$ cat config.mk
export PLATFORM = sky130hd
export DESIGN_NAME = dcsp_port
export DESIGN_NICKNAME = d
export VERILOG_FILES = /design/src/shared/dcsp_pkg.sv /design/src/rtl/dcsp_port.sv
export SDC_FILE = /design/constraint.sdc
export NUM_CORES = 1
export LEC_CHECK = 0
export ABC_AREA = 1
export BUFFER_PORTS_ARGS = -buffer_cell sky130_fd_sc_hd__buf_2
export CORE_ASPECT_RATIO = 0.9
export CORE_MARGIN = 2
export CORE_UTILIZATION = 52
export CTS_BUF_LIST = sky130_fd_sc_hd__clkbuf_4 sky130_fd_sc_hd__clkbuf_8 sky130_fd_sc_hd__clkbuf_16
export DETAILED_ROUTE_END_ITERATION = 12
export PLACE_DENSITY = 0.8
export SLEW_MARGIN = 10
export SYNTH_ARGS = -nofsm -noshare
export SYNTH_HDL_FRONTEND = slang
export SYNTH_SLANG_ARGS = --single-unit
$ cat constraint.sdc
create_clock -name mclk -period 9.21 [get_ports mclk]
set_input_delay 0.921 -clock mclk [delete_from_list [all_inputs] [get_ports mclk]]
set_output_delay 0.921 -clock mclk [all_outputs]
set_load 0.1 [all_outputs]
$ cat src/shared/dcsp_pkg.sv
// shared constants and types for the disk command/status port
package dcsp_pkg;

    ////////////////////////////////////////////////////////////////////////
    // task file decode (A1..A0 of the shared command/status slot)
    localparam logic [1:0] ADDR_CMD_STAT = 2'h3;

    // command word field positions
    localparam int CB_OP_HI = 15;
    localparam int CB_OP_LO = 12;
    localparam int CB_V = 11;
    localparam int CB_L = 10;
    localparam int CB_ZERO9 = 9;
    localparam int CB_IE = 8;
    localparam int CB_Z = 7;
    localparam int CB_C = 6;
    localparam int CB_H = 5;
    localparam int CB_M = 4;
    localparam int CB_U = 3;
    localparam int CB_S = 2;
    localparam int CB_E = 1;
    localparam int CB_LO = 0;

    // reset values
    localparam logic [15:0] STATUS_RST = 16'h0000;
    localparam logic [7:0] UPPER_PEND_RST = 8'h00;

    ////////////////////////////////////////////////////////////////////////
    // sector layout
    localparam logic [10:0] SCATTER_LEN = 11'h010;
    localparam logic [10:0] SYNC_LEN = 11'h00B;
    localparam logic [10:0] ID_LEN = 11'h006;
    localparam logic [10:0] SPLICE_LEN = 11'h002;
    localparam logic [10:0] CRC_LEN = 11'h002;
    localparam logic [10:0] EOR_LEN = 11'h002;
    localparam logic [10:0] EOS_MIN = 11'h007;
    localparam logic [10:0] DATA_MIN = 11'h080;
    localparam logic [7:0] SYNC_CHAR = 8'hFE;
    localparam logic [7:0] FILL_BYTE = 8'h00;

    ////////////////////////////////////////////////////////////////////////
    // types
    typedef enum logic [3:0] {
        OP_FAULT_CLEAR = 4'h0,
        OP_RETURN_ZERO = 4'h1,
        OP_SEEK = 4'h2,
        OP_READ_ID = 4'h3,
        OP_READ_SECTOR = 4'h4,
        OP_WRITE_SECTOR = 4'h5,
        OP_FORMAT = 4'h6,
        OP_VERIFY = 4'h7
    } dcsp_op_t;

    typedef enum logic [3:0] {
        FLD_IDLE = 4'h0,
        FLD_SCATTER = 4'h1,
        FLD_SYNC1 = 4'h2,
        FLD_MARK1 = 4'h3,
        FLD_ID = 4'h4,
        FLD_SPLICE = 4'h5,
        FLD_SYNC2 = 4'h6,
        FLD_MARK2 = 4'h7,
        FLD_DATA = 4'h8,
        FLD_DCRC = 4'h9,
        FLD_EOR = 4'hA,
        FLD_EOS = 4'hB
    } dcsp_fld_t;

    // decoded macro-command, flags forced to zero where unused
    typedef struct packed {
        dcsp_op_t op;
        logic modV;
        logic modL;
        logic intEn;
        logic volHead;
        logic cylAddr;
        logic headSel;
        logic marginal;
        logic unitServoM;
        logic prioServoP;
        logic flagE;
        logic flagL;
    } dcsp_cmd_t;

    // live drive and buffer state feeding the status word
    typedef struct packed {
        logic bufChipSel;
        logic unitBusy;
        logic unitSelected;
        logic writeProtect;
        logic unitReady;
        logic onCylinder;
        logic seekError;
        logic fault;
        logic bufDataReq;
        logic dataCrcErr;
        logic dataSyncMissing;
        logic idCrcErr;
        logic idNotFound;
    } dcsp_drv_t;

    // identifier field contents
    typedef struct packed {
        logic [7:0] cylHi;
        logic [7:0] cylLo;
        logic [7:0] head;
        logic [7:0] sector;
    } dcsp_id_t;

endpackage : dcsp_pkg

$ cat src/rtl/dcsp_port.sv
// command/status port and sector layout sequencer of the disk controller
`timescale 1ns/1ns

// What this block does
// - one address: write stores command, read status
// - byte mode: select high gives upper status
// - opcode decoded from command bits 15..12
// - command bit 8 is interrupt enable
// - bits 7..5 flags, zero for two commands
// - bit 4 marginal, 3..2 unit/priority flags
// - bit 9 zero; bits 10, 11 modifiers
// - upper status bits report buffer select, progress and drive
// - lower status bits report buffer and errors
// - id field: cylinders, head, sector, crc
// - formatted sector follows fixed field sequence
// - completion interrupt only when enabled
module dcsp_port
    import dcsp_pkg::*;
#(
    parameter int LEN_SEL_W = 2 // data length select: 128 << sel
) (
    input wire logic mclk,
    input wire logic rst,
    input wire logic byteMode,
    input wire logic tfCs,
    input wire logic readStrobe,
    input wire logic tfWrite,
    input wire logic [1:0] tfAddr,
    input wire logic upperByteSelect,
    input wire logic [15:0] tfDataIn,
    output logic [15:0] tfDataOut,
    output logic tfDataOe,
    input wire dcsp_drv_t drvStat,
    input wire logic cmdDone,
    output logic cmdValid,
    output dcsp_cmd_t cmdWord,
    output logic completionInterrupt,
    input wire logic fmtStart,
    input wire logic byteTick,
    input wire logic [LEN_SEL_W-1:0] sectorLenSel,
    input wire dcsp_id_t idInfo,
    input wire logic [15:0] idCrc,
    input wire logic [15:0] dataCrc,
    input wire logic [7:0] dataByte,
    output logic [7:0] fmtByte,
    output dcsp_fld_t fmtField,
    output logic fmtActive,
    output logic fmtDataReq
);

    ////////////////////////////////////////////////////////////////////////
    // elaboration check: data field must stay within 128..1024 bytes
    if (LEN_SEL_W < 1 || LEN_SEL_W > 2) begin : g_bad_len
        $error("LEN_SEL_W must be 1 or 2");
    end

    ////////////////////////////////////////////////////////////////////////
    // whole module state
    typedef struct packed {
        logic rdPrev;           // strobe history for edge detect
        logic wrPrev;
        logic [7:0] upperPend;  // upper command byte in byte mode
        logic busy;             // command in progress
        logic intEn;            // enable latched from running command
        logic irq;
        logic cmdValid;
        dcsp_cmd_t cmd;
        logic [15:0] dout;
        logic dataOe;
        dcsp_fld_t fld;         // field being emitted
        logic [10:0] cnt;       // byte index within field
        logic [7:0] fmtByte;
        dcsp_fld_t fmtField;
        logic fmtDataReq;
        logic fmtActive;        // sequencer busy, kept as a flop for the pin
    } dcsp_state_t;

    dcsp_state_t st_r;
    dcsp_state_t st_nxt;

    logic slotSel;          // shared command/status slot addressed
    logic rdReq;            // first cycle of a status read
    logic wrReq;            // first cycle of a command write
    logic [15:0] statusWord;
    logic [15:0] rawCmd;
    logic launch;
    logic [10:0] fldLen;
    logic [10:0] dataLen;
    logic [7:0] curByte;

    ////////////////////////////////////////////////////////////////////////
    // normalise a raw command word
    function automatic dcsp_cmd_t decodeCmd(input logic [15:0] w);
        dcsp_cmd_t c;
        logic noFlags;
        c = '0;
        c.op = dcsp_op_t'(w[CB_OP_HI:CB_OP_LO]);
        noFlags = (c.op == OP_FAULT_CLEAR) || (c.op == OP_RETURN_ZERO);
        c.intEn = w[CB_IE];
        c.volHead = noFlags ? 1'b0 : w[CB_Z];
        c.cylAddr = noFlags ? 1'b0 : w[CB_C];
        c.headSel = noFlags ? 1'b0 : w[CB_H];
        c.marginal = (c.op == OP_FAULT_CLEAR) ? 1'b0 : w[CB_M];
        c.unitServoM = w[CB_U];
        c.prioServoP = w[CB_S];
        c.flagE = w[CB_E];
        c.flagL = w[CB_LO];
        // modifier bits; bit 9 never passes on
        c.modL = (c.op == OP_FAULT_CLEAR) ? 1'b0 : w[CB_L];
        c.modV = ((c.op == OP_RETURN_ZERO) || (c.op == OP_SEEK)
                  || (c.op == OP_READ_SECTOR)) ? w[CB_V] : 1'b0;
        return c;
    endfunction : decodeCmd

    ////////////////////////////////////////////////////////////////////////
    // length of each sector field
    always_comb begin
        dataLen = 11'(DATA_MIN << sectorLenSel);
        case (st_r.fld)
            FLD_SCATTER: fldLen = SCATTER_LEN;
            FLD_SYNC1: fldLen = SYNC_LEN;
            FLD_SYNC2: fldLen = SYNC_LEN;
            FLD_ID: fldLen = ID_LEN;
            FLD_SPLICE: fldLen = SPLICE_LEN;
            FLD_DATA: fldLen = dataLen;
            FLD_DCRC: fldLen = CRC_LEN;
            FLD_EOR: fldLen = EOR_LEN;
            FLD_EOS: fldLen = EOS_MIN;
            default: fldLen = 11'h001; // marks and idle: one byte
        endcase
    end

    ////////////////////////////////////////////////////////////////////////
    // byte that the current field puts on the track
    always_comb begin
        case (st_r.fld)
            FLD_MARK1: curByte = SYNC_CHAR;
            FLD_MARK2: curByte = SYNC_CHAR;
            FLD_ID: begin
                case (st_r.cnt[2:0])
                    3'h0: curByte = idInfo.cylHi;
                    3'h1: curByte = idInfo.cylLo;
                    3'h2: curByte = idInfo.head;
                    3'h3: curByte = idInfo.sector;
                    3'h4: curByte = idCrc[15:8];
                    default: curByte = idCrc[7:0];
                endcase
            end
            FLD_DATA: curByte = dataByte;
            FLD_DCRC: curByte = st_r.cnt[0] ? dataCrc[7:0] : dataCrc[15:8];
            default: curByte = FILL_BYTE; // gaps, sync and padding
        endcase
    end

    ////////////////////////////////////////////////////////////////////////
    // status word assembly
    always_comb begin
        statusWord[15] = drvStat.bufChipSel;
        statusWord[14] = st_r.busy;
        statusWord[13] = drvStat.unitBusy;
        statusWord[12] = drvStat.unitSelected;
        statusWord[11] = drvStat.writeProtect;
        statusWord[10] = drvStat.unitReady;
        statusWord[9] = drvStat.onCylinder;
        statusWord[8] = drvStat.seekError;
        statusWord[7] = drvStat.bufChipSel;
        statusWord[6] = drvStat.fault;
        statusWord[5] = drvStat.bufDataReq;
        statusWord[4] = 1'b0;
        statusWord[3] = drvStat.dataCrcErr;
        statusWord[2] = drvStat.dataSyncMissing;
        statusWord[1] = drvStat.idCrcErr;
        statusWord[0] = drvStat.idNotFound;
    end

    ////////////////////////////////////////////////////////////////////////
    // next state
    always_comb begin
        st_nxt = st_r;
        st_nxt.cmdValid = 1'b0;
        st_nxt.fmtDataReq = 1'b0;
        // chip select with strobe on the slot
        slotSel = tfCs && (tfAddr == ADDR_CMD_STAT);
        rdReq = slotSel && readStrobe && !st_r.rdPrev;
        wrReq = slotSel && tfWrite && !st_r.wrPrev;
        st_nxt.rdPrev = slotSel && readStrobe;
        st_nxt.wrPrev = slotSel && tfWrite;
        st_nxt.dataOe = slotSel && readStrobe;
        rawCmd = tfDataIn;
        launch = 1'b0;

        if (rdReq) begin
            if (byteMode && upperByteSelect) begin
                st_nxt.dout = {8'h00, statusWord[15:8]};
            end else if (byteMode) begin
                st_nxt.dout = {8'h00, statusWord[7:0]};
            end else begin
                st_nxt.dout = statusWord;
            end
            // reading the low half acknowledges the interrupt
            if (!(byteMode && upperByteSelect)) begin
                st_nxt.irq = 1'b0;
            end
        end

        if (wrReq && !st_r.busy) begin
            if (byteMode && upperByteSelect) begin
                st_nxt.upperPend = tfDataIn[7:0];
            end else if (byteMode) begin
                // low byte completes the word
                rawCmd = {st_r.upperPend, tfDataIn[7:0]};
                launch = 1'b1;
            end else begin
                launch = 1'b1;
            end
        end

        if (launch) begin
            st_nxt.cmd = decodeCmd(rawCmd);
            st_nxt.intEn = rawCmd[CB_IE];
            st_nxt.cmdValid = 1'b1;
            st_nxt.irq = 1'b0;
            st_nxt.busy = 1'b1;
        end else if (cmdDone && st_r.busy) begin
            st_nxt.busy = 1'b0;
            // interrupt gated by enable; set beats clear
            if (st_r.intEn) begin
                st_nxt.irq = 1'b1;
            end
        end

        if (st_r.fld == FLD_IDLE) begin
            if (fmtStart) begin
                st_nxt.fld = FLD_SCATTER;
                st_nxt.cnt = 11'h000;
            end
        end else if (byteTick) begin
            st_nxt.fmtByte = curByte;
            st_nxt.fmtField = st_r.fld;
            st_nxt.fmtDataReq = (st_r.fld == FLD_DATA);
            if (st_r.cnt == fldLen - 11'h001) begin
                st_nxt.cnt = 11'h000;
                case (st_r.fld)
                    FLD_SCATTER: st_nxt.fld = FLD_SYNC1;
                    FLD_SYNC1: st_nxt.fld = FLD_MARK1;
                    FLD_MARK1: st_nxt.fld = FLD_ID;
                    FLD_ID: st_nxt.fld = FLD_SPLICE;
                    FLD_SPLICE: st_nxt.fld = FLD_SYNC2;
                    FLD_SYNC2: st_nxt.fld = FLD_MARK2;
                    FLD_MARK2: st_nxt.fld = FLD_DATA;
                    FLD_DATA: st_nxt.fld = FLD_DCRC;
                    FLD_DCRC: st_nxt.fld = FLD_EOR;
                    FLD_EOR: st_nxt.fld = FLD_EOS;
                    default: st_nxt.fld = FLD_IDLE; // after end of sector
                endcase
            end else begin
                st_nxt.cnt = st_r.cnt + 11'h001;
            end
        end
        // active flag follows the next field so the pin needs no gate
        st_nxt.fmtActive = (st_nxt.fld != FLD_IDLE);
    end

    ////////////////////////////////////////////////////////////////////////
    // state register; reset leaves everything idle
    always_ff @(posedge mclk) begin
        if (rst) begin
            st_r <= '0;
            st_r.dout <= STATUS_RST;
            st_r.upperPend <= UPPER_PEND_RST;
            st_r.fld <= FLD_IDLE;
            st_r.fmtField <= FLD_IDLE;
        end else begin
            st_r <= st_nxt;
        end
    end

    ////////////////////////////////////////////////////////////////////////
    // outputs straight from the state flops
    assign tfDataOut = st_r.dout;
    assign tfDataOe = st_r.dataOe;
    assign cmdValid = st_r.cmdValid;
    assign cmdWord = st_r.cmd;
    assign completionInterrupt = st_r.irq;
    assign fmtByte = st_r.fmtByte;
    assign fmtField = st_r.fmtField;
    assign fmtActive = st_r.fmtActive;
    assign fmtDataReq = st_r.fmtDataReq;

endmodule : dcsp_port

After elaboration in Yosys (flattened, before gate mapping)
Memories as Yosys holds them, arrays and structs flattened. A register that Yosys moved wholly into a read port is not among the register bits. Index checks and enable logic that the tools add are counted. W data, S select, Z words.

Register bits: 73. Bits in latches: 0. Memory bits (writable): 0. Memory bits (read-only): 64. Input port bits: 115. Output and inout bits: 48. Word-level logic and storage cells: 110. Memories kept: 1.

Add/sub/neg operators: 2. Multiply operators: 0. Divide/modulo/power cells: 0. Order comparisons: 0. Eq/ne operators: 21. Shift operators: 1. Multiplexer cells: 30. Bitwise operators: 2. Reduce and logical (&&, ||, !) cells: 28.

Memory list: (name not given) (words 16, bits a word 4, read ports 1, clocked after memory_dff 1, write ports 0, line dcsp_port.sv:243) `case (st_r.fld)`.

Operators by type and width (count): $mux W16 (6); $pmux W11 S6 (1); $pmux W8 S5 (1); $pmux W8 S4 (1); $mux W15 (2); $mux W28 (1); $eq A4 B3 Y1 const B (5); $eq A4 B4 Y1 const B (4); $mux W1 (14); $eq A4 B2 Y1 const B (3); $add A11 B1 Y11 const B (1); $eq A11 B11 Y1 (1); $mux W11 (1); $shl A8 B2 Y11 const A (1); $sub A11 B1 Y11 const B (1); $eq A4 B1 Y1 const B (2); $logic_and A1 B1 Y1 (8); $logic_not A4 Y1 (2); $mux W4 (2); $mux W8 (1); $eq A3 B2 Y1 const B (2); $reduce_and A2 Y1 (3); $reduce_or A2 Y1 (3); $reduce_or A3 Y1 (2); 10 further kinds (16).

Longest topological paths before layout
Gate-level depths: netlist (run 1).

Depth in word-level cells: 11. Gate-level depth with buffers: 30. Mapped depth without buffers: 30.

Least setup slack after synthesis (run 1)
OpenSTA, ideal clock, no wires.

Kind: reg2reg. Start point: reg st_r[26] (netlist name). End point: reg with a tool-made name. Arrival time: 2.791 ns. Setup slack: 6.306 ns. Cell stages (with the launch flop): 29. Path through: dfxtp_1 > nor2_1 > nand2_1 > nand2_1 > nor2_1 > nand2_1 > nand2_1 > inv_1 > ha_1 > inv_1 > nand2_1 > nand2_1 > inv_1 > nand2_1 > nand2_1 > nor2_1 > nand2_1 > nor2_2 > nand3_1 > nor2_1 > nand3_2 > or2_0 > nand4_1 > inv_1 > ha_1 > inv_1 > nand2_1 > nand3_1 > nand2_1.

RTL lines: from (decl) (line dcsp_port.sv:78) `dcsp_state_t st_r;`; from (signal assigned) (line dcsp_port.sv:274) `st_r <= st_nxt;`.

==> results of run 1 <==
path summary, 6_finish.rpt:
| check | start | to | slack, ns | cells after the start |
|---|---|---|---|---|
| setup / recovery | st_r[25] | flop | 5.60 | 24 |
| hold / removal | cmdWord[14] | cmdWord[14] | 0.46 | 2 |
| setup reg to reg | st_r[25] | flop | 5.60 | 24 |
| hold reg to reg | cmdWord[14] | cmdWord[14] | 0.46 | 2 |
synth_stat cells (all sizes together):
| cell type | n |
|---|---|
| inv | 59 |
| dfxtp | 76 |
| a21oi | 42 |
| nand2 | 166 |
| clkinv | 1 |
| xnor2 | 1 |
| o31ai | 1 |
| a211oi | 1 |
| xor2 | 3 |
| a32o | 13 |
| a31oi | 7 |
| a221oi | 14 |
| nor2 | 36 |
| or2 | 4 |
| nand3 | 56 |
| o211ai | 8 |
| clkbuf | 19 |
| and2 | 1 |
| nand3b | 5 |
| o21a | 2 |
| ha | 9 |
| nor3 | 4 |
| and3 | 1 |
| buf | 46 |
| o21ai | 35 |
| a22o | 4 |
| o22ai | 2 |
| nand4 | 7 |
power groups by stage:
stage / registers (mW) / logic [mW] / clock network [mW]
2_1_floorplan: 0.359 / 0.170 / 0
3_3_place_gp: 0.355 / 0.218 / 0
3_5_place_dp: 0.356 / 0.221 / 0
4_1_cts: 0.348 / 0.223 / 0.299
5_1_grt: 0.350 / 0.246 / 0.312
6_report: 0.348 / 0.224 / 0.293
per-stage QoR:
step	util	area, µm²	worst slack (ns)	power (mW)	hold WS, ns
2_1_floorplan	-	4450	6.31	0.528	0.425
3_3_place_gp	0.611	5000	5.78	0.573	0.435
3_5_place_dp	0.611	5000	5.71	0.577	0.439
4_1_cts	0.639	5230	5.65	0.870	0.460
5_1_grt	0.639	5230	5.19	0.907	0.480
6_report	0.639	5230	5.60	0.866	0.456
worst min-delay path, cell delays in order, from the launching register on:
cell and delay, ns:
dfxtp_1 0.32, nand2_1 0.05, nand2_1 0.05
registers in the layout, summed over array words and instances, names as in the netlist, named ones only:
signal               count
fmtActive                1
cmdWord                 15
fmtByte                  8
cmdValid                 1
tfDataOe                 1
fmtDataReq               1
st_r                    24
tfDataOut               16
completionInterrupt      1
fmtField                 4
layer usage:
layer,vias to the layer above,track usage,wire [µm]
met5,-,0,0
met4,0,0.0743,157
met3,19,0.0503,768
met2,171,0.424,5670
met1,2102,0.325,5220
li1,2272,-,-
cell type report:
type | count | area, µm² | area share
Sequential cell | 76 | 1520 | 0.291
Clock buffer | 9 | 124 | 0.0237
Tap cell | 115 | 144 | 0.0275
Timing Repair Buffer | 163 | 821 | 0.157
Multi-Input combinational cell | 422 | 2280 | 0.437
Inverter | 60 | 228 | 0.0436
Clock inverter | 7 | 105 | 0.0201
kinds of logic (layout without fill, tap and decap cells):
family,after synthesis,after routing
simple gates,280,280
compound gates,129,129
buf+inv,125,239
flops,76,76
fa+ha+maj,9,9
xor+xnor,4,4
==> flow_metrics.env, run 1 <==
export IMPL_cts_sinks=76
export IMPL_rsz0062_at_grt="no"
export IMPL_yosys_warnings=0
export IMPL_worstPathArrival_ns=3.87
export IMPL_antenna_found_initial=0
export IMPL_numCtsBuffers=9
export IMPL_p_seq_frac=0.402
export IMPL_antenna_cells=0
export IMPL_crit_path_top_delay_cell="dfxtp_1"
export IMPL_critPathMaxFanout=12
export IMPL_layout_drive_gt1_share=0.290
export IMPL_final_antenna_net_count=0
export IMPL_gp_congestion=0.986
export IMPL_core_mm2=0.00818
export IMPL_synth_simple_area_share=0.295
export IMPL_synth_fa_ha_area_frac=0.0253
export IMPL_comb_power_share=0.259
export IMPL_worstSetupPathType="flop to flop"
export IMPL_clockRootBuffer="clkbuf_8"
export IMPL_drc_errors=0
export IMPL_num_rows=31
export IMPL_die_x_um=102
export IMPL_finalHoldViolCount=0
export IMPL_synth_seq_cells=76
export IMPL_synth_top_family_by_area="simple AND/OR/NAND/NOR gates"
export IMPL_grt_pass1_wl_um=19200
export IMPL_fmax_mhz=277
export IMPL_vias=4564
export IMPL_clockBufferDepth=2
export IMPL_critical_path_startpoint_type="flop"
export IMPL_outcome="completed"
export IMPL_ioPinCount=163
export IMPL_final_cells=852
export IMPL_crit_top_cell="nand2_1"
export IMPL_yosys_area_top_type="dfxtp_1"
export IMPL_path_buf_inv=4
export IMPL_vdd_drop_max_v=0.0000797
export IMPL_synth_xor_area_share=0.00787
export IMPL_areaGrowthSynthToFinish_pct=17.5
export IMPL_grt_usage=0.253
export IMPL_fin_crit_sh=0.392
export IMPL_finalClockSkew_ns=0.0111
export IMPL_port_buffers=161
export IMPL_clkLatencyLatePin_ns=0.36
export IMPL_muxShareOfSynthArea=0
export IMPL_syn_area_mm2=0.00445
export IMPL_netSwitchingFraction=0.353
export IMPL_synth_compound_area_frac=0.185
export IMPL_routedWlPerCell_um=13.9
export IMPL_drt_pass1_iterations=5
export IMPL_power_frac_clock=0.339
export IMPL_grt_pass1_vias=4304
export IMPL_ys_types=43
export IMPL_crit_chain="nor2_4, inv_4, nor2_4, nor2_1, nand2_1, nand2_1, inv_1, ha_1, inv_1, nand2_1, nand2_1, nand3_1, nand2_1, nor2_1, nand2_1, nor2_2, nand3_1, nor2_1, nand3_2, or2_0, nand4_1, inv_1, ha_1, o21a_1"
export IMPL_postCtsSetupBuffers=0
export IMPL_dp_final_hpwl_um=8970
export IMPL_synthTopCellsByArea="dfxtp_1 (34%), nand2_1 (13%), buf_4 (7.3%)"
export IMPL_power_density_mw_per_mm2=166
export IMPL_cts_reportedPaths_clkPinSlew_ns=0.09
export IMPL_wirelength_um=11800
export IMPL_overflow=0
export IMPL_hold_buffers=0
export IMPL_cap_violations=0
export IMPL_layout_commonest_cell="buf_2"
export IMPL_h_tree_depth=3
export IMPL_drv_slew=0
export IMPL_required_ns=9.46
export IMPL_synthCells=623
export IMPL_hp_class="flop to flop"
export IMPL_leakagePower_nw=2.60
export IMPL_intPower_mw=0.560
export IMPL_crit_family="simple AND/OR/NAND/NOR gates"
export IMPL_final_setup_tns_ns=0
export IMPL_ys_seq_area_frac=0.342
export IMPL_grt_max_degree=31
export IMPL_drt_iter0_drc=261
export IMPL_relSlewSlack=0.385
export IMPL_routed_via_density=5.36
export IMPL_final_setup_viol_count=0
export IMPL_ctsResizeCount=0
export IMPL_die_area_mm2=0.00931
export IMPL_cts_tree="built"
export IMPL_worst_slew_pin_slew_ns=0.914
export IMPL_slowest_delay_ns=0.41
export IMPL_start_util=0.544
export IMPL_layout_nets=856
export IMPL_layout_min_cycle_time_ns=3.61
export IMPL_place_inst=836
export IMPL_synth_nets=747
export IMPL_dieHeight_um=91.8
export IMPL_synthDominantCellAreaShare=0.342
export IMPL_net_switching_power_mw=0.306
export IMPL_n_fill_cell=735
export IMPL_layout_common_cells="buf_2 (161), nand2_1 (160), dfxtp_1 (76), inv_1 (52), nand3_1 (52)"
export IMPL_endpoint_kind="flop"
export IMPL_syn_avg_cell_area_um2=7.14
No activity file was read; power rests on OpenSTA's default activity.
==> run 2, diff against run 1 <==
--- a/config.mk
+++ b/config.mk
@@ -5,14 +5,14 @@
 export SDC_FILE = /design/constraint.sdc
 export NUM_CORES = 1
 export LEC_CHECK = 0
-export ABC_AREA = 1
+export ABC_AREA = 0
 export BUFFER_PORTS_ARGS = -buffer_cell sky130_fd_sc_hd__buf_2
 export CORE_ASPECT_RATIO = 0.9
 export CORE_MARGIN = 2
-export CORE_UTILIZATION = 52
+export CORE_UTILIZATION = 45
 export CTS_BUF_LIST = sky130_fd_sc_hd__clkbuf_4 sky130_fd_sc_hd__clkbuf_8 sky130_fd_sc_hd__clkbuf_16
 export DETAILED_ROUTE_END_ITERATION = 12
-export PLACE_DENSITY = 0.8
+export PLACE_DENSITY = 0.74
 export SLEW_MARGIN = 10
 export SYNTH_ARGS = -nofsm -noshare
 export SYNTH_HDL_FRONTEND = slang
==> constraint.sdc (replaced) <==
create_clock -name mclk -period 3.3 [get_ports mclk]
set_input_delay 0.33 -clock mclk [delete_from_list [all_inputs] [get_ports mclk]]
set_output_delay 0.33 -clock mclk [all_outputs]
set_load 0.1 [all_outputs]
==> run 2 against run 1 <==
Fmax rose by 12%. Cell count decreased by 8.5%. Largest power group unchanged. Final area rose by 4.3%. Register-to-register slack worse by 5.5 ns. Global-route usage down 3.3 points.
==> flow_metrics.env, run 2 <==
export IMPL_path_buf_inv=2
export IMPL_slowest_delay_ns=0.37
export IMPL_gp_congestion=0.903
export IMPL_clockRootBuffer="clkbuf_8"
export IMPL_synth_nets=653
export IMPL_vdd_drop_max_v=0.000256
export IMPL_comb_power_share=0.228
export IMPL_p_total_mw=2.26
export IMPL_grt_pass1_wl_um=18900
export IMPL_yosys_area_top_type="dfxtp_1"
export IMPL_reg2reg_from="st_r[27]"
export IMPL_endpoint_kind="flop"
export IMPL_cts_reportedPaths_clkPinSlew_ns=0.07
export IMPL_intPower_mw=1.57
export IMPL_core_mm2=0.00966
export IMPL_drt_iter0_drc=297
export IMPL_routed_via_density=5.62
export IMPL_netSwitchingFraction=0.303
export IMPL_yosys_warnings=0
export IMPL_hp_class="primary input to flop"
export IMPL_outcome="completed"
export IMPL_antenna_found_initial=0
export IMPL_clkLatencyLatePin_ns=0.35
export IMPL_routedWlPerCell_um=15.5
export IMPL_drc_errors=0
export IMPL_power_frac_clock=0.346
export IMPL_final_setup_viol_count=0
export IMPL_relSlewSlack=0.327
export IMPL_vias=4383
export IMPL_finalWorstSetupSlack_ns=0.0722
export IMPL_dp_final_hpwl_um=9080
export IMPL_yosysMostFrequentCell="dfxtp_1"
export IMPL_grt_max_degree=46
export IMPL_utilization=0.565
export IMPL_ys_seq_area_frac=0.341
export IMPL_async_flop_share=0
export IMPL_crit_chain="buf_2, o21ai_1, o21ai_1, ha_2, o221a_4, or3_1, a2bb2oi_2, and4_4, nand2_4, o21ai_1, nor2_2, buf_4, or2_1, ha_1, o21ai_0, o41ai_2"
export IMPL_leakagePower_nw=2.37
export IMPL_grt_usage=0.219
export IMPL_reg2reg_depth=16
export IMPL_rrSetupSlack_ns=0.07
export IMPL_crit_family="compound AO/OA/AOI/OAI gates"
export IMPL_crit_path_top_delay_cell="dfxtp_4"
export IMPL_syn_area_mm2=0.00446
export IMPL_worstPathArrival_ns=3.45
export IMPL_die_area_mm2=0.0107
export IMPL_wirelength_um=12100
export IMPL_critPathLaunch="st_r[27]"
export IMPL_overflow=0
export IMPL_worstSetupPathType="flop to flop"
export IMPL_fin_crit_sh=0.978
export IMPL_areaGrowthSynthToFinish_pct=22.3
export IMPL_layout_nets=774
export IMPL_fmax_mhz=310
export IMPL_critPathMaxFanout=7
export IMPL_required_ns=3.52
export IMPL_antenna_cells=0
export IMPL_rsz0062_at_grt="yes"
export IMPL_p_seq_frac=0.426
export IMPL_grt_pass1_vias=4082
export IMPL_numCtsBuffers=9
export IMPL_synthFlopType="dfxtp_1"
export IMPL_power_density_mw_per_mm2=414
export IMPL_h_tree_depth=3
export IMPL_synth_seq_cells=76
export IMPL_crit_top_cell="o21ai_1"
export IMPL_drt_pass1_iterations=5
export IMPL_synthDominantCellAreaShare=0.341
export IMPL_dieHeight_um=98.4
export IMPL_cap_violations=0
export IMPL_port_buffers=161
export IMPL_cts_tree="built"
export IMPL_top_register="st_r"
export IMPL_finalHoldViolCount=0
export IMPL_die_x_um=109
export IMPL_synthTopCellsByArea="dfxtp_1 (34%), buf_4 (7.2%), nor2_1 (4.7%)"
export IMPL_hold_slack_ns=0.212
export IMPL_drv_slew=0
export IMPL_hold_buffers=0
export IMPL_final_antenna_net_count=0
export IMPL_clockBufferDepth=2
export IMPL_post_place_ws_ns=-0.0706
export IMPL_worst_slew_pin_slew_ns=1.00
export IMPL_layout_min_cycle_time_ns=3.23
export IMPL_finalClockSkew_ns=0.00645
export IMPL_start_util=0.462
export IMPL_synth_edff_count=0
export IMPL_syn_avg_cell_area_um2=8.42
export IMPL_synthTopCellsByCount="dfxtp_1 (76), nor2_1 (56), nand2_1 (54), buf_4 (43), a21oi_1 (32)"
export IMPL_layout_common_cells="buf_2 (162), dfxtp_1 (72), nor2_1 (54), nand2_1 (54), a21oi_1 (31)"
export IMPL_layout_drive_gt1_share=0.370
export IMPL_worst_path_stages=16
export IMPL_ys_types=68
export IMPL_ioPinCount=163
export IMPL_largest_register_ffs=24
export IMPL_synthCells=529
export IMPL_num_rows=34
export IMPL_critical_path_startpoint_type="flop"
export IMPL_layout_commonest_cell="buf_2"
export IMPL_net_switching_power_mw=0.684
export IMPL_cts_sinks=76
[run 2: cell count changes in the layout (fill, tap and decap cells not counted), moves of 13 or more]
| cell | previous run | this run |
|---|---|---|
| buf_4 | 2 | 23 |
| nand3_1 | 52 | 15 |
| a22oi_1 | 0 | 16 |
| nand2_1 | 160 | 54 |
| a221oi_1 | 14 | 0 |
| a311oi_1 | 0 | 13 |
| nor2_1 | 25 | 54 |
| o21ai_0 | 34 | 13 |
| mux2i_1 | 0 | 14 |
| inv_1 | 52 | 6 |
[run 2: cell type report]
cell class	instances	area [µm²]
fillers	899	4210
clock inverters	4	73.8
repair buffers	185	983
flip-flops and latches	76	1540
inverters	6	22.5
multi-input cells	372	2530
well taps	126	158
clock buffers	11	145
[run 2: layer usage]
layer / vias up / routed length (µm) / GRT usage
li1: 2136 / - / -
met1: 2088 / 5350 / 0.288
met2: 143 / 5790 / 0.363
met3: 16 / 744 / 0.0423
met4: 0 / 174 / 0.0680
met5: - / 0 / 0
[run 2: worst register-to-register path, cell delays in order, from the launching register on]
cell and delay, ns:
dfxtp_4 0.37, buf_2 0.15, o21ai_1 0.16, o21ai_1 0.10
ha_2 0.23, o221a_4 0.15, or3_1 0.36, a2bb2oi_2 0.16
and4_4 0.26, nand2_4 0.09, o21ai_1 0.26, nor2_2 0.08
buf_4 0.14, or2_1 0.20, ha_1 0.19, o21ai_0 0.09
o41ai_2 0.10
[run 2: how the worst min path moves through the flow]
stage	start	end	slack (ns)	cells after the start
2_1_floorplan	cmdWord[10]	cmdWord[10]	0.42	2
3_3_place_gp	cmdWord[10]	cmdWord[10]	0.43	2
3_5_place_dp	cmdWord[10]	cmdWord[10]	0.44	2
4_1_cts	tfDataIn[7]	cmdWord[7]	0.20	2
5_1_grt	tfDataIn[7]	cmdWord[7]	0.20	2
6_report	tfDataIn[7]	cmdWord[7]	0.21	2
[run 2: per-stage QoR]
stage / cell area, µm² / instances / setup TNS (ns)
after detailed placement: 5130 / 763 / -0.123
final: 5450 / 780 / 0
after global routing: 5450 / 780 / -0.122
after CTS: 5360 / 778 / 0
after global placement: 5130 / 763 / 0
after floorplan: 4460 / 529 / 0
[run 2: repair_timing]
action,in CTS,in global routing
setup endpoints to repair,2,3
pin swaps,0,4
resized for setup,5,20
cloned,0,0
buffers inserted,0,2
[run 2: cells by family (layout without fill, tap and decap cells)]
group           after synthesis  count (layout)  share of synthesized area
compound gates              135             135                      0.225
xor+xnor                     10              10                     0.0197
fa+ha+maj                     9               9                     0.0253
buf+inv                      81             206                      0.109
flops                        76              76                      0.341
mux                          23              23                     0.0542
simple gates                195             195                      0.225
[run 2: power by group through the flow]
stage / combinational (mW) / sequential [mW] / clock, mW
6_report: 0.515 / 0.961 / 0.781
5_1_grt: 0.551 / 0.965 / 0.848
3_5_place_dp: 0.500 / 0.982 / 0
3_3_place_gp: 0.491 / 0.981 / 0
4_1_cts: 0.502 / 0.960 / 0.803
2_1_floorplan: 0.362 / 0.987 / 0
==> run 3, diff against run 2 <==
--- a/config.mk
+++ b/config.mk
@@ -10,7 +10,7 @@
 export CORE_ASPECT_RATIO = 0.9
 export CORE_MARGIN = 2
 export CORE_UTILIZATION = 45
-export CTS_BUF_LIST = sky130_fd_sc_hd__clkbuf_4 sky130_fd_sc_hd__clkbuf_8 sky130_fd_sc_hd__clkbuf_16
+export CTS_BUF_LIST = sky130_fd_sc_hd__clkbuf_8 sky130_fd_sc_hd__clkbuf_16
 export DETAILED_ROUTE_END_ITERATION = 12
 export PLACE_DENSITY = 0.74
 export SLEW_MARGIN = 10
==> run 3 against run 2 <==
Register-to-register slack hardly changed. Sequential share of layout area barely moved. Clock skew hardly changed. Worst hold slack got worse by 0.00053 ns. Sequential power barely moved. Sequential cell count unchanged. Total power shrank 0.50%. Fmax about the same. Clock power is 1% lower. Utilization hardly changed. Worst setup slack about the same. Largest cell class unchanged. Largest power group unchanged.
==> flow_metrics.env, run 3 (same netlist as run 2, synthesis figures left out) <==
export IMPL_outcome="completed"
export IMPL_reg2reg_from="st_r[27]"
export IMPL_hp_class="primary input to flop"
export IMPL_clockRootBuffer="clkbuf_8"
export IMPL_final_setup_viol_count=0
export IMPL_endpoint_kind="flop"
export IMPL_drt_iter0_drc=298
export IMPL_port_buffers=161
export IMPL_routedWlPerCell_um=15.4
export IMPL_ioPinCount=163
export IMPL_layout_min_cycle_time_ns=3.23
export IMPL_drt_pass1_iterations=5
export IMPL_grt_max_degree=46
export IMPL_whs_path_depth=2
export IMPL_slowest_delay_ns=0.37
export IMPL_hold_start="tfDataIn[7]"
export IMPL_worst_slew_pin_slew_ns=1.00
export IMPL_reg2reg_depth=16
export IMPL_worstPathArrival_ns=3.45
export IMPL_final_antenna_net_count=0
export IMPL_rsz0062_at_grt="yes"
export IMPL_finalHoldViolCount=0
export IMPL_dp_final_hpwl_um=9080
export IMPL_crit_top_cell="o21ai_1"
export IMPL_core_mm2=0.00966
export IMPL_layout_commonest_cell="buf_2"
export IMPL_cts_sinks=76
export IMPL_critPathLaunch="st_r[27]"
export IMPL_layout_drive_gt1_share=0.369
export IMPL_areaGrowthSynthToFinish_pct=22.2
export IMPL_required_ns=3.52
export IMPL_final_area_mm2=0.00545
export IMPL_overflow=0
export IMPL_critPathMaxFanout=7
export IMPL_fin_crit_sh=0.978
export IMPL_rrSetupSlack_ns=0.07
export IMPL_grt_usage=0.219
export IMPL_finalWorstSetupSlack_ns=0.0721
export IMPL_relSlewSlack=0.327
export IMPL_clkLatencyLatePin_ns=0.35
export IMPL_grt_pass1_wl_um=18900
export IMPL_hold_buffers=0
export IMPL_num_rows=34
export IMPL_layout_nets=774
export IMPL_layout_common_cells="buf_2 (162), dfxtp_1 (72), nor2_1 (54), nand2_1 (54), a21oi_1 (31)"
export IMPL_vias=4369
export IMPL_h_tree_depth=3
export IMPL_routed_via_density=5.60
export IMPL_die_area_mm2=0.0107
export IMPL_largest_register_ffs=24
export IMPL_start_util=0.462
export IMPL_leakagePower_nw=2.37
export IMPL_finalClockSkew_ns=0.00671
export IMPL_grt_pass1_vias=4082
export IMPL_cap_violations=0
export IMPL_postPlaceCellArea_mm2=0.00513
export IMPL_top_register="st_r"
export IMPL_critical_path_startpoint_type="flop"
export IMPL_worst_path_stages=16
export IMPL_crit_family="compound AO/OA/AOI/OAI gates"
export IMPL_fmax_mhz=310
export IMPL_crit_chain="buf_2, o21ai_1, o21ai_1, ha_2, o221a_4, or3_1, a2bb2oi_2, and4_4, nand2_4, o21ai_1, nor2_2, buf_4, or2_1, ha_1, o21ai_0, o41ai_2"
export IMPL_die_x_um=109
export IMPL_drv_slew=0
export IMPL_numCtsBuffers=9
export IMPL_cts_reportedPaths_clkPinSlew_ns=0.07
export IMPL_post_place_ws_ns=-0.0706
export IMPL_path_buf_inv=2
export IMPL_worstHoldEndpoint="cmdWord[7]"
export IMPL_wirelength_um=12000
export IMPL_dieHeight_um=98.4
export IMPL_clockBufferDepth=2
export IMPL_crit_path_top_delay_cell="dfxtp_4"
export IMPL_antenna_cells=0
export IMPL_vdd_drop_max_v=0.000256
export IMPL_n_fill_cell=900
export IMPL_p_total_mw=2.25
export IMPL_worstSetupPathType="flop to flop"
export IMPL_cts_tree="built"
export IMPL_gp_congestion=0.903
export IMPL_power_density_mw_per_mm2=412
export IMPL_drc_errors=0
export IMPL_antenna_found_initial=0
-- run 3: cell type report --
type	count	area (µm²)	area share
Multi-Input combinational cell	372	2530	0.465
Timing Repair Buffer	185	983	0.181
Clock inverter	5	77.6	0.0142
Sequential cell	76	1540	0.282
Tap cell	126	158	0.0289
Inverter	6	22.5	0.00413
Clock buffer	10	138	0.0253
-- run 3: routing by layer --
metal / track usage / part of all wire
met1: 0.288 / 0.44
met2: 0.363 / 0.48
met3: 0.0423 / 0.062
met4: 0.0680 / 0.014
met5: 0 / 0
-- run 3: report_power, final --
group,total [mW],internal (mW),switching [mW],leakage (nW)
clock,0.770,0.440,0.331,0.114
sequential,0.961,0.940,0.0216,0.618
combinational,0.515,0.183,0.332,1.64
-- run 3: repair_timing --
item | 4_1_cts | 5_1_grt
endpoints found under the setup margin | 2 | 3
resized for setup | 5 | 20
setup buffers | 0 | 2
pin swaps | 0 | 4
-- run 3: how the worst max path moves through the flow --
stage	endpoint	slack, ns
global route	flop	-0.06
finish	flop	0.07
global placement	flop	0.03
floorplan	flop	0.004
detailed placement	flop	-0.07
CTS	flop	0.007
-- run 3: per-stage QoR --
| stage | util | hold WS [ns] | std cells | setup TNS, ns |
|---|---|---|---|---|
| after global routing | 0.564 | 0.200 | 780 | -0.122 |
| after CTS | 0.554 | 0.197 | 778 | 0 |
| final | 0.564 | 0.211 | 780 | 0 |
| after detailed placement | 0.531 | 0.440 | 763 | -0.123 |
| after global placement | 0.531 | 0.433 | 763 | 0 |
| after floorplan | - | 0.423 | 529 | 0 |
